File: src/rtcic_params.svh
/*
  Register indices, field positions, reset values and divider counts
  for the interval interrupt and trim logic of the real-time clock.
  Assumes it is included by bare name by every file that needs a constant.
*/
`ifndef RTCIC_PARAMS_SVH
`define RTCIC_PARAMS_SVH

// Register indices; each register is at byte address four times its index.
`define RTCIC_CTRL_IDX      8'h20
`define RTCIC_TRIM_IDX      8'h21
`define RTCIC_ISTAT_IDX     8'h22
`define RTCIC_IMASK_IDX     8'h23
`define RTCIC_PORT_IDX      8'h24

// Control register fields.
`define RTCIC_LONG_BIT      7
`define RTCIC_TESTB_BIT     6
`define RTCIC_TESTA_BIT     5
`define RTCIC_HROE_BIT      4
`define RTCIC_RUN_BIT       3
`define RTCIC_ITS_BIT       2
`define RTCIC_FLAG_BIT      1
`define RTCIC_IEN_BIT       0

// Reset values.
`define RTCIC_CTRL_RESET    8'h00
`define RTCIC_TRIM_RESET    8'h00

// Divider chain terminal counts, in ticks of the stage below.
`define RTCIC_STAGE512_LAST 9'h1FF
`define RTCIC_SEC_LAST      6'h1F
`define RTCIC_SEC15_LAST    6'h2F
`define RTCIC_MIN_LAST      11'h77F

`endif

File: src/rtcic_pkg.sv
/*
  Types shared by the real-time clock interval and trim logic.
  Assumes nothing of its surroundings.
*/
package rtcic_pkg;

  typedef logic [7:0] rtcic_byte_t;

  typedef enum logic [1:0] {
    INTV_MINUTE = 2'b00,
    INTV_SECOND = 2'b01,
    INTV_SEC15  = 2'b10
  } rtcic_intv_t;

  typedef enum logic {
    APB_IDLE = 1'b0,
    APB_ACK  = 1'b1
  } rtcic_apb_t;

endpackage : rtcic_pkg

File: src/rtcic_mod_counter.sv
/*
  Modulo counter used for each stage of the divider chain.
  Assumes step is a one-cycle pulse and clr has priority over step.
*/
`timescale 1ns/100ps
module rtcic_mod_counter
  import rtcic_pkg::*;
#(
  parameter int W = 9
) (
  // Clock and reset
  input  wire logic         clk,
  input  wire logic         sys_rst,
  input  wire logic         ce,
  // Control
  input  wire logic         clr,
  input  wire logic         step,
  input  wire logic [W-1:0] last,
  // Result
  output logic      [W-1:0] count,
  output logic              wrap
);

  typedef struct packed {
    logic [W-1:0] count;
  } rtcic_cnt_t;

  rtcic_cnt_t s_q;
  rtcic_cnt_t s_d;

  // Wrapping at or above the last value lets the modulus shrink while running.
  assign wrap  = step & (s_q.count >= last);
  assign count = s_q.count;

  always_comb begin
    s_d = s_q;
    if (clr) begin
      s_d.count = '0;
    end else if (step) begin
      s_d.count = wrap ? '0 : s_q.count + 1'b1;
    end
  end

  always_ff @(posedge clk) begin
    if (sys_rst) begin
      s_q <= '0;
    end else if (ce) begin
      s_q <= s_d;
    end
  end

endmodule : rtcic_mod_counter

File: src/rtcic_port_pin.sv
/*
  Shared port line that can carry the half-rate clock instead of the port flip-flop.
  Assumes pinIn is synchronous to clk; the wire level is resolved outside from pinOe.
*/
`timescale 1ns/100ps
module rtcic_port_pin
  import rtcic_pkg::*;
(
  // Clock and reset
  input  wire logic clk,
  input  wire logic sys_rst,
  input  wire logic ce,
  // Port access
  input  wire logic portWrite,
  input  wire logic portData,
  output logic      portFf,
  output logic      pinLevel,
  // Clock routing
  input  wire logic clkOutEn,
  input  wire logic halfRateClk,
  // Pin
  input  wire logic pinIn,
  output logic      pinOut,
  output logic      pinOe
);

  typedef struct packed {
    logic portFf;
    logic level;
    logic out;
    logic oe;
  } rtcic_pin_t;

  rtcic_pin_t s_q;
  rtcic_pin_t s_d;

  always_comb begin
    s_d = s_q;
    s_d.level = pinIn;
    if (portWrite) begin
      s_d.portFf = portData;
    end
    if (clkOutEn) begin
      s_d.out = halfRateClk;
      s_d.oe  = 1'b1;
    end else begin
      // Quasi-bidirectional line: driven low, released high to the pull-up.
      s_d.out = s_d.portFf;
      s_d.oe  = ~s_d.portFf;
    end
  end

  always_ff @(posedge clk) begin
    if (sys_rst) begin
      s_q <= '{portFf: 1'b1, level: 1'b0, out: 1'b1, oe: 1'b0};
    end else if (ce) begin
      s_q <= s_d;
    end
  end

  assign portFf   = s_q.portFf;
  assign pinLevel = s_q.level;
  assign pinOut   = s_q.out;
  assign pinOe    = s_q.oe;
endmodule : rtcic_port_pin

File: src/rtcic_interval_irq.sv
/*
  Interval interrupt, trim and clock-output control of the real-time clock, with an APB slave.
  Assumes oscTick is a one-cycle pulse per 32 kHz oscillator period, synchronous to clk.
*/
// Added by the designer: the APB slave port.
`timescale 1ns/100ps
`include "rtcic_params.svh"
module rtcic_interval_irq
  import rtcic_pkg::*;
(
  // Clock, reset and enable
  input  wire logic        clk,
  input  wire logic        sys_rst,
  input  wire logic        ce,
  // APB slave
  input  wire logic        psel,
  input  wire logic        penable,
  input  wire logic        pwrite,
  input  wire logic [11:0] paddr,
  input  wire logic [31:0] pwdata,
  input  wire logic [3:0]  pstrb,
  output logic      [31:0] prdata,
  output logic             pready,
  output logic             pslverr,
  // Oscillator cell
  input  wire logic        oscTick,
  output logic             oscRun,
  // Shared port clock pin
  input  wire logic        pinIn,
  output logic             pinOut,
  output logic             pinOe,
  // Interrupts
  input  wire logic        extIntPin,
  output logic             wakeRequest,
  output logic             irq
);

  typedef struct packed {
    rtcic_apb_t  apb;
    logic        ready;
    logic        slverr;
    logic [31:0] rdata;
    rtcic_byte_t ctrl;
    rtcic_byte_t trim;
    logic        irqStat;
    logic        irqMask;
    logic        half;
    logic        adjPend;
    logic        oscRun;
    logic        wake;
    logic        irq;
  } rtcic_state_t;

  rtcic_state_t s_q;
  rtcic_state_t s_d;

  logic        run;
  logic        fall16;
  logic        adjHit;
  logic [8:0]  divCount;
  logic        divWrap;
  logic [5:0]  secCount;
  logic [5:0]  secLast;
  logic        secWrap;
  logic [10:0] minCount;
  logic        minWrap;
  logic        tickEvt;
  rtcic_intv_t mode;
  logic [7:0]  regIdx;
  logic        mapped;
  logic        wrDone;
  logic        portFf;
  logic        pinLevel;

  // Divider chain: 32 kHz ticks, 16 kHz half-rate clock, 512 stage, seconds and minute.
  assign run    = s_q.ctrl[`RTCIC_RUN_BIT];
  assign fall16 = run & oscTick & s_q.half;
  // Resetting the 512 stage as it reaches the trim value repeats that many 16 kHz clocks.
  assign adjHit = fall16 & s_q.adjPend & (s_q.trim != 8'h00)
                & ((divCount + 9'h001) == {1'b0, s_q.trim});
  assign secLast = s_q.ctrl[`RTCIC_LONG_BIT] ? `RTCIC_SEC15_LAST : `RTCIC_SEC_LAST;

  rtcic_mod_counter #(.W(9)) u_stage512 (
    .clk     (clk),
    .sys_rst (sys_rst),
    .ce      (ce),
    .clr     (~run | adjHit),
    .step    (fall16),
    .last    (`RTCIC_STAGE512_LAST),
    .count   (divCount),
    .wrap    (divWrap)
  );

  rtcic_mod_counter #(.W(6)) u_seconds (
    .clk     (clk),
    .sys_rst (sys_rst),
    .ce      (ce),
    .clr     (~run | minWrap),
    .step    (divWrap),
    .last    (secLast),
    .count   (secCount),
    .wrap    (secWrap)
  );

  rtcic_mod_counter #(.W(11)) u_minute (
    .clk     (clk),
    .sys_rst (sys_rst),
    .ce      (ce),
    .clr     (~run),
    .step    (divWrap),
    .last    (`RTCIC_MIN_LAST),
    .count   (minCount),
    .wrap    (minWrap)
  );

  always_comb begin
    mode = INTV_MINUTE;
    if (s_q.ctrl[`RTCIC_ITS_BIT]) begin
      mode = s_q.ctrl[`RTCIC_LONG_BIT] ? INTV_SEC15 : INTV_SECOND;
    end
  end

  always_comb begin
    case (mode)
      INTV_SECOND: tickEvt = secWrap;
      INTV_SEC15:  tickEvt = secWrap;
      INTV_MINUTE: tickEvt = minWrap;
      default:     tickEvt = minWrap;
    endcase
  end

  // Register decode; a write takes effect at the edge where pready is seen high.
  assign regIdx = paddr[9:2];
  assign mapped = (paddr[11:10] == 2'h0) && (paddr[1:0] == 2'h0)
                && (regIdx >= `RTCIC_CTRL_IDX) && (regIdx <= `RTCIC_PORT_IDX);
  assign wrDone = psel & penable & pwrite & pstrb[0] & mapped & (s_q.apb == APB_ACK);

  function automatic logic [7:0] readMux(input logic [7:0] idx, input rtcic_state_t s,
                                         input logic ff, input logic lvl);
    logic [7:0] v;
    v = 8'h00;
    case (idx)
      `RTCIC_CTRL_IDX:  v = s.ctrl;
      `RTCIC_TRIM_IDX:  v = s.trim;
      `RTCIC_ISTAT_IDX: v = {7'h00, s.irqStat};
      `RTCIC_IMASK_IDX: v = {7'h00, s.irqMask};
      `RTCIC_PORT_IDX:  v = {6'h00, lvl, ff};
      default:          v = 8'h00;
    endcase
    return v;
  endfunction : readMux

  always_comb begin
    s_d = s_q;
    // APB: one wait cycle, then a single ready cycle.
    case (s_q.apb)
      APB_IDLE: begin
        if (psel && penable) begin
          s_d.apb    = APB_ACK;
          s_d.ready  = 1'b1;
          s_d.slverr = ~mapped;
          s_d.rdata  = {24'h000000, readMux(regIdx, s_q, portFf, pinLevel)};
        end
      end
      APB_ACK: begin
        s_d.apb    = APB_IDLE;
        s_d.ready  = 1'b0;
        s_d.slverr = 1'b0;
      end
      default: begin
        s_d.apb   = APB_IDLE;
        s_d.ready = 1'b0;
      end
    endcase
    if (wrDone && regIdx == `RTCIC_CTRL_IDX) begin
      // Test bits are stored as written and drive nothing.
      s_d.ctrl = pwdata[7:0];
    end
    s_d.ctrl[`RTCIC_FLAG_BIT] = s_d.ctrl[`RTCIC_FLAG_BIT] | tickEvt;
    if (wrDone && regIdx == `RTCIC_TRIM_IDX) begin
      s_d.trim = pwdata[7:0];
    end
    if (wrDone && regIdx == `RTCIC_IMASK_IDX) begin
      s_d.irqMask = pwdata[0];
    end
    s_d.irqStat = (s_q.irqStat & ~(wrDone && regIdx == `RTCIC_ISTAT_IDX && pwdata[0]))
                | tickEvt;
    // Half-rate clock toggles on every oscillator tick and is held low while stopped.
    s_d.half = run & (s_q.half ^ oscTick);
    if (!run || minWrap) begin
      s_d.adjPend = 1'b1;
    end else if (adjHit) begin
      s_d.adjPend = 1'b0;
    end
    s_d.oscRun = s_d.ctrl[`RTCIC_RUN_BIT];
    s_d.wake   = (s_d.ctrl[`RTCIC_FLAG_BIT] & s_d.ctrl[`RTCIC_IEN_BIT]) | extIntPin;
    s_d.irq    = s_d.irqStat & s_d.irqMask;
  end

  always_ff @(posedge clk) begin
    if (sys_rst) begin
      s_q <= '0;
    end else if (ce) begin
      s_q <= s_d;
    end
  end

  rtcic_port_pin u_pin (
    .clk         (clk),
    .sys_rst     (sys_rst),
    .ce          (ce),
    .portWrite   (wrDone && regIdx == `RTCIC_PORT_IDX),
    .portData    (pwdata[0]),
    .portFf      (portFf),
    .pinLevel    (pinLevel),
    .clkOutEn    (s_q.ctrl[`RTCIC_HROE_BIT]),
    .halfRateClk (s_q.half),
    .pinIn       (pinIn),
    .pinOut      (pinOut),
    .pinOe       (pinOe)
  );

  assign prdata      = s_q.rdata;
  assign pready      = s_q.ready;
  assign pslverr     = s_q.slverr;
  assign oscRun      = s_q.oscRun;
  assign wakeRequest = s_q.wake;
  assign irq         = s_q.irq;
endmodule : rtcic_interval_irq

File: config.mk
export PLATFORM = sky130hd
export DESIGN_NAME = rtcic_interval_irq
export DESIGN_NICKNAME = d
export VERILOG_FILES = /design/src/rtcic_pkg.sv /design/src/rtcic_mod_counter.sv /design/src/rtcic_port_pin.sv /design/src/rtcic_interval_irq.sv
export VERILOG_INCLUDE_DIRS = /design/src
export SDC_FILE = /design/constraint.sdc
export NUM_CORES = 1
export LEC_CHECK = 0
export BUFFER_PORTS_ARGS = -buffer_cell sky130_fd_sc_hd__buf_2
export CAP_MARGIN = 5
export CELL_PAD_IN_SITES_DETAIL_PLACEMENT = 1
export CELL_PAD_IN_SITES_GLOBAL_PLACEMENT = 2
export CORE_AREA = 2 2 118 120
export DETAILED_ROUTE_END_ITERATION = 7
export DIE_AREA = 0 0 120 122
export PLACE_DENSITY = 0.82
export SYNTH_ARGS = -nofsm -noshare
export SYNTH_HDL_FRONTEND = slang
export SYNTH_SLANG_ARGS = --single-unit
File: constraint.sdc
create_clock -name clk -period 2.4 [get_ports clk]
set_input_delay 0.12 -clock clk [delete_from_list [all_inputs] [get_ports clk]]
set_output_delay 0.12 -clock clk [all_outputs]
set_load 0.1 [all_outputs]
==> results of run 1 <==
-- cell families (layout without fill, tap and decap cells) --
| logic type | Yosys count | in the layout | share of synthesized area, % |
|---|---|---|---|
| flops | 63 | 63 | 35.90 |
| other cells | 1 | 25 | 0.1067 |
| fa+ha+maj | 6 | 6 | 2.137 |
| mux | 15 | 15 | 4.629 |
| compound gates | 85 | 85 | 16.03 |
| xor+xnor | 22 | 22 | 5.484 |
| buf+inv | 56 | 86 | 10.11 |
| simple gates | 181 | 181 | 25.61 |
-- flip-flops by register name, summed over array words and instances, names as in the netlist --
register          flops
pready                1
u_pin.portFf          1
wakeRequest           1
u_minute.count       11
irq                   1
u_pin.pinLevel        1
u_seconds.count       6
s_q                  20
pslverr               1
run                   1
prdata                8
u_pin.pinOe           1
u_pin.pinOut          1
u_stage512.count      9
-- through the flow --
stage / std cells / TNS [ns] / utilization [%] / hold WS, ns / area (sq um)
4_1_cts: 662 / 0 / 31.43 / 0.01081 / 4244
3_5_place_dp: 646 / -0.4749 / 28.65 / 0.3657 / 3869
5_1_grt: 662 / -0.02103 / 31.54 / 0.03783 / 4259
3_3_place_gp: 646 / -0.2610 / 28.65 / 0.3582 / 3869
6_report: 663 / 0 / 31.56 / 0.02730 / 4262
2_1_floorplan: 452 / 0 / - / 0.2451 / 3610
-- cell type report --
cell class	count	share of cell area, %
Sequential cell	63	29.77
Antenna cell	1	0.05872
Clock buffer	10	5.373
Clock inverter	6	1.996
Inverter	7	0.6166
Multi-Input combinational cell	333	48.39
Tap cell	180	5.285
Timing Repair Buffer	63	8.514
-- routing by layer --
| metal | GRT usage, % | wire length (microns) |
|---|---|---|
| met1 | 15.94 | 4342 |
| met2 | 23.51 | 4602 |
| met3 | 3.699 | 387 |
| met4 | 5.882 | 172 |
| met5 | 0 | 0 |
-- where the power goes --
group	internal (W)	switching [W]
sequential	0.00106	0.00000988
combinational	0.0000474	0.000278
clock	0.000904	0.000479
-- worst paths after layout --
check | from | to | slack (ns) | cells after the start
max | u_stage512.count[4] | s_q[3] | 0.11 | 11
min reg2reg | wakeRequest | wakeRequest | 0.48 | 2
max reg2reg | u_stage512.count[4] | s_q[3] | 0.11 | 11
min | pinIn | u_pin.pinLevel | 0.03 | 3
-- layout by cell type (no fill, tap or decap), types with 3 or more instances in the layout --
| cell | netlist | layout |
|---|---|---|
| sky130_fd_sc_hd__buf_2 | 2 | 44 |
| sky130_fd_sc_hd__clkbuf_16 | 0 | 9 |
| sky130_fd_sc_hd__a21oi_1 | 29 | 29 |
| sky130_fd_sc_hd__and3_4 | 0 | 3 |
| sky130_fd_sc_hd__and2_1 | 3 | 3 |
| sky130_fd_sc_hd__mux2i_1 | 14 | 14 |
| sky130_fd_sc_hd__nand2_2 | 4 | 5 |
| sky130_fd_sc_hd__nor3_1 | 9 | 9 |
| sky130_fd_sc_hd__xnor2_1 | 12 | 12 |
| sky130_fd_sc_hd__nand3_1 | 14 | 13 |
| sky130_fd_sc_hd__ha_1 | 6 | 4 |
| sky130_fd_sc_hd__a31oi_1 | 8 | 8 |
| sky130_fd_sc_hd__conb_1 | 1 | 24 |
| sky130_fd_sc_hd__xor2_1 | 10 | 10 |
| sky130_fd_sc_hd__nor3b_1 | 3 | 3 |
| sky130_fd_sc_hd__dfxtp_1 | 63 | 57 |
| sky130_fd_sc_hd__nor3_2 | 3 | 3 |
| sky130_fd_sc_hd__o21ai_0 | 13 | 12 |
| sky130_fd_sc_hd__nor2_1 | 57 | 57 |
| sky130_fd_sc_hd__dfxtp_2 | 0 | 6 |
| sky130_fd_sc_hd__o21ai_1 | 2 | 3 |
| sky130_fd_sc_hd__nand2_1 | 48 | 47 |
| sky130_fd_sc_hd__nor2b_1 | 5 | 5 |
| sky130_fd_sc_hd__a211oi_1 | 5 | 5 |
| sky130_fd_sc_hd__inv_1 | 7 | 7 |
| sky130_fd_sc_hd__and3_1 | 7 | 4 |
| sky130_fd_sc_hd__nand4_1 | 10 | 10 |
| sky130_fd_sc_hd__buf_4 | 34 | 19 |
| sky130_fd_sc_hd__a22oi_1 | 6 | 6 |
| sky130_fd_sc_hd__nor4_1 | 5 | 5 |
| sky130_fd_sc_hd__a21oi_2 | 9 | 8 |
| sky130_fd_sc_hd__and4_1 | 3 | 3 |
-- critical path, cell delays in order, from the launching register on --
cell and delay (ns):
sky130_fd_sc_hd__dfxtp_2 0.33, sky130_fd_sc_hd__and3_4 0.20, sky130_fd_sc_hd__and3_4 0.19, sky130_fd_sc_hd__ha_4 0.20, sky130_fd_sc_hd__nand2b_4 0.15, sky130_fd_sc_hd__a2111oi_4 0.18
sky130_fd_sc_hd__nand4_1 0.17, sky130_fd_sc_hd__a2111oi_4 0.30, sky130_fd_sc_hd__buf_4 0.19, sky130_fd_sc_hd__nand3_4 0.07, sky130_fd_sc_hd__nand2_2 0.08, sky130_fd_sc_hd__a21oi_1 0.07
-- repair_timing --
item	4_1_cts	5_1_grt
gates cloned	0	0
resized for setup	9	7
pin swaps	5	2
hold buffers	0	0
endpoints found under the setup margin	9	9
==> metrics.txt, run 1 <==
status=complete, no violations; clock sinks=63; maximum frequency from static timing analysis=0.4374 GHz; count of unique library cells instantiated by Yosys=51; transition time at the pin with the least slew margin=0.5938 ns; die outline width=120 microns; cell area after synthesis=3513 sq um; PD cells=651.7 nW/um^2; routed len/inst=14.34 microns; Die Span Y=122 microns; most common cell in the synthesized netlist=sky130_fd_sc_hd__dfxtp_1; sequential fraction of the synthesis area=35.90%; clock buffer count from CTS=9; Power Total=0.002777 W; DIE AREA=14640 sq um; first-iteration detailed-routing DRC count=132; last weighted congestion value of the routability-driven placer=0.8027; flip-flop and latch area=1269 sq um; post-CTS repair timing setup buffer count=0; Synth top area share=35.90%; via density per instance=4.721; Std-Cell Rows=43; Worst-Skew Late Latency=0.34 ns; number of max-capacitance violations reported=0; number of iterations in the first detailed-routing pass=4; post-synth top area cell=sky130_fd_sc_hd__dfxtp_1; layout cells sized above 1=24.07%; relative slew slack=60.11%; Max IR drop VDD=0.0002886 V; count of flip-flops with a built-in enable after synthesis=0; data arrival time of the critical path=2.49 ns; I/O pin cnt=96; Area growth syn-to-layout=21.30%; Port Buffers=44; CP Launch Type=flop; critical path class=reg -> reg; final worst path period need=2.286 ns; starting density of the core=26.02%; DP Wirelength=7088 microns; GRT Residual Overflow=0; antenna-violating nets left=0; Slew Viols, Final=0; final-layout fill cell count=1588; instance count of the mapped netlist=429; floorplan core area=13500 sq um; worst clock skew on the final layout=0.008014 ns; required time of the critical path=2.60 ns; share of synthesized flip-flops with an asynchronous set or reset=0%; largest cells by area after synthesis=sky130_fd_sc_hd__dfxtp_1 (36%), sky130_fd_sc_hd__buf_4 (7.3%), sky130_fd_sc_hd__nor2_1 (6.1%); Critical Path Fanout Max=2; total wirelength of the detailed-routed design=9505 microns; Hold Path Class=in -> reg; initial antenna violation count=1; clock tree buffer depth=2; primary flip-flop cell chosen by synthesis mapping=sky130_fd_sc_hd__dfxtp_1; Avg Inst Size Synth=8.190 sq um; fraction of the cycle the final worst path needs=95.27%; FF+latch count, synth=63; pin count of the biggest net entering global routing=35; total routing resource utilization after global routing=13.65%; worst setup timing slack at the placement stage=-0.07537 ns; via count of the first global-routing pass=3200; CTS clk-pin slew, worst paths=0.06 ns; global-route wire length before repair=15680 microns; LEAKAGE=1.626 nW; number of hold-slack violations in the final timing report=0; kind of end point of the critical path=flop; cell chosen for the clock root=sky130_fd_sc_hd__clkbuf_16; clock tree from TritonCTS=done; number of synthesis warnings=0; residual DRC count=0; final setup violation count=0; area of combinational cells with multiple inputs=2062 sq um; via total after detailed routing=3130; smallest setup slack after layout=0.1135 ns; H-tree levels=3; layout net count=540; unrepaired setup endpoints after global routing=yes; most common library cells after synthesis=sky130_fd_sc_hd__dfxtp_1 (63), sky130_fd_sc_hd__nor2_1 (57), sky130_fd_sc_hd__nand2_1 (48)
(Power assumes the default switching activity.)
==> run 2: changes to the inputs <==
CORE_AREA = 2 2 116 118   (was 2 2 118 120)
CTS_BUF_LIST = sky130_fd_sc_hd__clkbuf_4   (was not set)
DIE_AREA = 0 0 118 120   (was 0 0 120 122)
PLACE_DENSITY = 0.85   (was 0.82)
==> metrics.txt, run 2 (synthesis results as in run 1) <==
fraction of the cycle the final worst path needs=98.16% (+2.9 points); clock tree buffer depth=2 (unchanged); floorplan core area=12980 sq um (-3.9%); unrepaired setup endpoints after global routing=yes; number of max-capacitance violations reported=0 (unchanged); most frequent standard cell in the layout excluding fill and tap cells=sky130_fd_sc_hd__nor2_1; last weighted congestion value of the routability-driven placer=0.8045 (+0.22%); Critical Path Fanout Max=3 (+1); antenna-violating nets left=0 (unchanged); layout net count=554 (+2.6%); relative slew slack=52.97% (-7.1 points); CTS clk-pin slew, worst paths=0.11 ns (+0.05 ns); via total after detailed routing=3191 (+1.9%); routed len/inst=14.34 microns (about the same); total wirelength of the detailed-routed design=9634 microns (+1.4%); via count of the first global-routing pass=3289 (+2.8%); pin count of the biggest net entering global routing=27 (-23%); I/O pin cnt=96 (unchanged); number of iterations in the first detailed-routing pass=4 (unchanged); LEAKAGE=1.623 nW (-0.22%); Worst Hold Depth=3 (unchanged); Antenna Cells=0 (-1); Max IR drop VDD=0.0001956 V (-32%); cell chosen for the clock root=sky130_fd_sc_hd__clkbuf_4; worst hold path startpoint=ce; residual DRC count=0 (unchanged); final cell utilization of the core=32.55% (+1.0 points); fraction of power consumed by sequential logic=47.2% (+8.7 points); initial antenna violation count=0 (-1); data arrival time of the critical path=2.68 ns (+0.19 ns); Switching Share=31.63% (+4.0 points); CP Launch Type=flop; required time of the critical path=2.72 ns (+0.12 ns); DP Wirelength=7143 microns (+0.78%); Slew Viols, Final=0 (unchanged); beginning of the worst register-to-register path=u_stage512.count[6]; status=complete, no violations; Largest Register=s_q; die outline width=118 microns (-1.7%); NetSw=0.0007149 W (-6.8%); global-route wire length before repair=15870 microns (+1.2%); clock tree from TritonCTS=done; share of power burned in combinational logic=15.0% (+3.3 points); kind of end point of the critical path=flop; Area growth syn-to-layout=20.26%; clock sinks=63 (unchanged); Largest register FFs=20 (unchanged); Hold Path Class=in -> reg; worst reg2reg endpoint=s_q[3]; GRT Residual Overflow=0 (unchanged); DIE AREA=14160 sq um (-3.3%); Power Total=0.002261 W (-19%); end point of the worst hold path=u_stage512.count[1]; first-iteration detailed-routing DRC count=102 (-23%); logic depth of the worst register-to-register path=12 (+1); worst clock skew on the final layout=0.01178 ns (+0.003771 ns); H-tree levels=3 (unchanged); most frequent cells in the layout=sky130_fd_sc_hd__nor2_1 (57), sky130_fd_sc_hd__dfxtp_1 (54), sky130_fd_sc_hd__nand2_1 (48); worst setup timing slack at the placement stage=-0.1515 ns (-0.07613 ns); clock network fraction of total power=37.8% (-12 points); worst-case register-to-register setup slack=0.04 ns (-0.07 ns); clock buffer count from CTS=9 (unchanged); PD cells=535.0 nW/um^2 (-18%); starting density of the core=27.07% (+1.1 points); final worst path period need=2.356 ns (+0.06941 ns); via density per instance=4.749 (+0.58%); Std-Cell Rows=42 (-2.3%); maximum frequency from static timing analysis=0.4245 GHz (-2.9%); Die Span Y=120 microns (-1.6%); Port Buffers=44 (unchanged); final-layout fill cell count=1562 (-1.6%); Internal=0.001546 W (-23%); Worst-Skew Late Latency=0.44 ns (+0.10 ns); total routing resource utilization after global routing=13.97% (+0.32 points); critical path class=reg -> reg; smallest setup slack after layout=0.04412 ns (-0.06941 ns); transition time at the pin with the least slew margin=0.6981 ns (+0.1043 ns); final setup violation count=0 (unchanged); layout cells sized above 1=24.80% (+0.73 points); number of hold-slack violations in the final timing report=0 (unchanged)
==> run 2: cell types whose count changed in the layout (fill, tap and decap cells not counted), sizes merged <==
cell and delta:
a21oi +1, buf +3, diode -1, dlygate4sd3 +10
==> run 2: routing by layer <==
metal / vias to the layer above / global-route usage (%) / share of wire [%] / wire, microns
met5: - / 0 / 0 / 0
met1: 1557 / 17.42 / 47 / 4574
met3: 14 / 2.994 / 3.1 / 296
met2: 49 / 23.55 / 48 / 4580
met4: 0 / 5.497 / 1.9 / 182
li1: 1571 / - / - / -
==> run 2: cell type report <==
type | instances | area, sq um | share of cell area, %
Inverter | 7 | 26.28 | 0.6219
Sequential cell | 63 | 1272 | 30.12
Multi-Input combinational cell | 334 | 2061 | 48.77
Clock inverter | 6 | 85.08 | 2.014
Tap cell | 176 | 220.2 | 5.212
Clock buffer | 10 | 75.07 | 1.777
Timing Repair Buffer | 76 | 485.5 | 11.49
==> run 2: worst max-delay path, stage by stage, from the launching register on <==
cell and delay, ns:
sky130_fd_sc_hd__dfxtp_2 0.35, sky130_fd_sc_hd__and3_4 0.19, sky130_fd_sc_hd__and3_4 0.19, sky130_fd_sc_hd__ha_4 0.20
sky130_fd_sc_hd__nand2b_4 0.14, sky130_fd_sc_hd__a2111oi_4 0.23, sky130_fd_sc_hd__nand4_1 0.19, sky130_fd_sc_hd__a2111oi_4 0.21
sky130_fd_sc_hd__buf_4 0.19, sky130_fd_sc_hd__buf_4 0.11, sky130_fd_sc_hd__nand3_1 0.07, sky130_fd_sc_hd__nand2_1 0.10
sky130_fd_sc_hd__a21oi_1 0.07
==> run 2: how the worst max path moves through the flow <==
stage	start	endpoint	slack (ns)	cells after the start
global route	u_stage512.count[4]	s_q[3]	-0.02	12
global placement	u_stage512.count[7]	u_stage512.count[3]	-0.03	10
floorplan	u_stage512.count[3]	u_stage512.count[3]	0.06	11
detailed placement	u_stage512.count[7]	u_stage512.count[3]	-0.15	10
CTS	u_stage512.count[7]	s_q[3]	0.003	11
finish	u_stage512.count[6]	s_q[3]	0.04	12
==> run 2: timing repair <==
item,in CTS,in global routing
pin swaps,5,5
resized for setup,12,6
setup endpoints to repair,9,9
buffers inserted,1,2
gates cloned,0,1
hold buffers,10,0
hold endpoints to repair,16,0
==> run 2: power by group through the flow <==
stage	clock network, W	registers (W)	logic, W
final	0.000855	0.00107	0.000339
after global routing	0.000926	0.00107	0.000358
after CTS	0.000877	0.00107	0.000340
after detailed placement	0	0.00109	0.000326
after global placement	0	0.00109	0.000321
after floorplan	0	0.00112	0.000261
==> run 2: through the flow <==
step	setup TNS, ns	hold WS, ns	instances	cell area, sq um
floorplan	0	0.2451	452	3610
global placement	-0.1659	0.3775	642	3864
detailed placement	-1.192	0.3880	642	3864
CTS	0	0.01652	669	4193
global route	-0.08801	0.04343	672	4225
finish	0	0.03492	672	4225
==> run 3: changes to the inputs <==
MAX_ROUTING_LAYER = met4   (was not set)
SETUP_SLACK_MARGIN = 0.15   (was not set)
==> metrics.txt, run 3 (synthesis results as in run 1) <==
critical path class=reg -> reg; Antenna Cells=0 (unchanged); transition time at the pin with the least slew margin=0.9044 ns (+0.2063 ns); Switching Share=33.57% (+1.9 points); critical path, cell by cell=ha_4 > buf_4 > nand3_1 > o21a_1 > o21ba_2 > a2111oi_4 > buf_4 > buf_6 > nand3_2 > nand2_1 > a21oi_1; Critical Path Fanout Max=6 (+3); total wirelength of the detailed-routed design=9462 microns (-1.8%); fraction of the cycle the final worst path needs=93.94% (-4.2 points); layer carrying the most global-route usage=met2; data arrival time of the critical path=2.56 ns (-0.12 ns); starting density of the core=27.07% (unchanged); number of iterations in the first detailed-routing pass=6 (+2); area of combinational cells with multiple inputs=2095 sq um (+1.6%); CTS clk-pin slew, worst paths=0.11 ns (about the same); clock network fraction of total power=34.9% (-2.9 points); Worst-Skew Late Latency=0.42 ns (-0.02 ns); initial antenna violation count=0 (unchanged); unrepaired setup endpoints after global routing=yes; GR Util met3=2.852% (-0.14 points); cell chosen for the clock root=sky130_fd_sc_hd__clkbuf_4; Area growth syn-to-layout=20.23% (about the same); number of max-capacitance violations reported=0 (unchanged); NetSw=0.0007251 W (+1.4%); required time of the critical path=2.70 ns (-0.02 ns); kind of end point of the critical path=flop; total routing resource utilization after global routing=14.18% (+0.21 points); Crit-path slowest cell=sky130_fd_sc_hd__dfxtp_1; residual DRC count=0 (unchanged); routed len/inst=14.12 microns (-1.5%); Largest Register=s_q; pin count of the biggest net entering global routing=28 (+3.7%); Die Span Y=120 microns (unchanged); final setup violation count=0 (unchanged); layout net count=552 (-0.36%); clock tree buffer depth=2 (unchanged); global-route wire length before repair=15920 microns (+0.30%); H-tree levels=3 (unchanged); final cell utilization of the core=32.54% (about the same); CP Launch Type=flop; via total after detailed routing=3136 (-1.7%); flip-flop and latch area=1269 sq um (-0.29%); most frequent cells in the layout=sky130_fd_sc_hd__nor2_1 (57), sky130_fd_sc_hd__dfxtp_1 (57), sky130_fd_sc_hd__nand2_1 (47); antenna-violating nets left=0 (unchanged); Slew Viols, Final=0 (unchanged); final hold slack=0.05897 ns (+0.02404 ns); fraction of power consumed by sequential logic=49.4% (+2.2 points); via count of the first global-routing pass=3176 (-3.4%); via density per instance=4.681 (-1.4%); Max IR drop VDD=0.0001612 V (-18%); Largest register FFs=20 (unchanged); status=complete, no violations; DP Wirelength=7061 microns (-1.2%); GRT Residual Overflow=0 (unchanged); PD cells=511.3 nW/um^2 (-4.4%); Port Buffers=44 (unchanged); I/O pin cnt=96 (unchanged); floorplan core area=12980 sq um (unchanged); relative slew slack=39.07% (-14 points); LEAKAGE=1.603 nW (-1.2%); Hold Path Class=in -> reg; final worst path period need=2.255 ns (-0.1014 ns); Power Total=0.002160 W (-4.5%); number of hold-slack violations in the final timing report=0 (unchanged); last weighted congestion value of the routability-driven placer=0.7909 (-1.7%); clock buffer count from CTS=9 (unchanged); met1 track demand over resource=17.95% (+0.53 points); maximum single-stage delay on the critical path=0.40 ns (+0.05 ns); layout cells sized above 1=24.70% (-0.10 points); Internal=0.001435 W (-7.2%); worst setup timing slack at the placement stage=-0.02243 ns (+0.1291 ns); die outline width=118 microns (unchanged); global-route met2 utilization=22.67% (-0.87 points); DIE AREA=14160 sq um (unchanged); final-layout fill cell count=1598 (+2.3%); maximum frequency from static timing analysis=0.4436 GHz (+4.5%); worst clock skew on the final layout=0.01431 ns (+0.002530 ns); clock tree from TritonCTS=done; share of power burned in combinational logic=15.7% (+0.7 points); smallest setup slack after layout=0.1455 ns (+0.1014 ns); cell type with the highest occurrence count on the critical path=sky130_fd_sc_hd__buf_4; Std-Cell Rows=42 (unchanged); first-iteration detailed-routing DRC count=113 (+11%); clock sinks=63 (unchanged)
-- run 3: final cells by class --
| cell class | count | area share (%) |
|---|---|---|
| Sequential cell | 63 | 30.04 |
| Timing Repair Buffer | 74 | 11.23 |
| Multi-Input combinational cell | 334 | 49.59 |
| Clock buffer | 9 | 1.600 |
| Clock inverter | 7 | 1.718 |
| Inverter | 7 | 0.6220 |
| Tap cell | 176 | 5.213 |
-- run 3: per-stage QoR --
stage / area [sq um] / cells / TNS, ns
floorplan: 3670 / 452 / 0
finish: 4224 / 670 / 0
global route: 4224 / 670 / -0.04331
CTS: 4200 / 669 / 0
global placement: 3910 / 641 / 0
detailed placement: 3910 / 641 / -0.04130
-- run 3: critical path: cells and delay by family, from the launching register on --
family / cells / cell delay, ns
flops: 1 / 0.40
buf+inv: 3 / 0.43
simple gates: 3 / 0.35
fa+ha+maj: 1 / 0.15
compound gates: 4 / 0.82
-- run 3: final timing paths --
check | from | endpoint | slack (ns) | depth (start not counted)
setup / recovery | u_stage512.count[1] | s_q[3] | 0.15 | 11
hold / removal | ce | u_stage512.count[1] | 0.06 | 3
setup reg to reg | u_stage512.count[1] | s_q[3] | 0.15 | 11
hold reg to reg | u_minute.count[10] | u_minute.count[10] | 0.49 | 2
-- run 3: routing by layer --
metal / wire length, microns / share of wire (%)
met2: 4536 / 48
met4: 117 / 1.2
met3: 306 / 3.2
met1: 4502 / 48
met5: 0 / 0
-- run 3: what timing repair did --
action,4_1_cts,5_1_grt
cloned,1,0
endpoints found under the setup margin,9,11
pin swaps,14,6
buffers inserted,1,1
gates resized for setup,9,4
hold buffers,10,0
endpoints found under the hold margin,16,0
-- run 3: power by group through the flow --
stage | Clock (W) | Combinational, W | Sequential (W)
after detailed placement | 0 | 0.000325 | 0.00109
after global routing | 0.000828 | 0.000359 | 0.00107
after CTS | 0.000779 | 0.000339 | 0.00107
final | 0.000754 | 0.000339 | 0.00107
after floorplan | 0 | 0.000262 | 0.00112
after global placement | 0 | 0.000320 | 0.00109
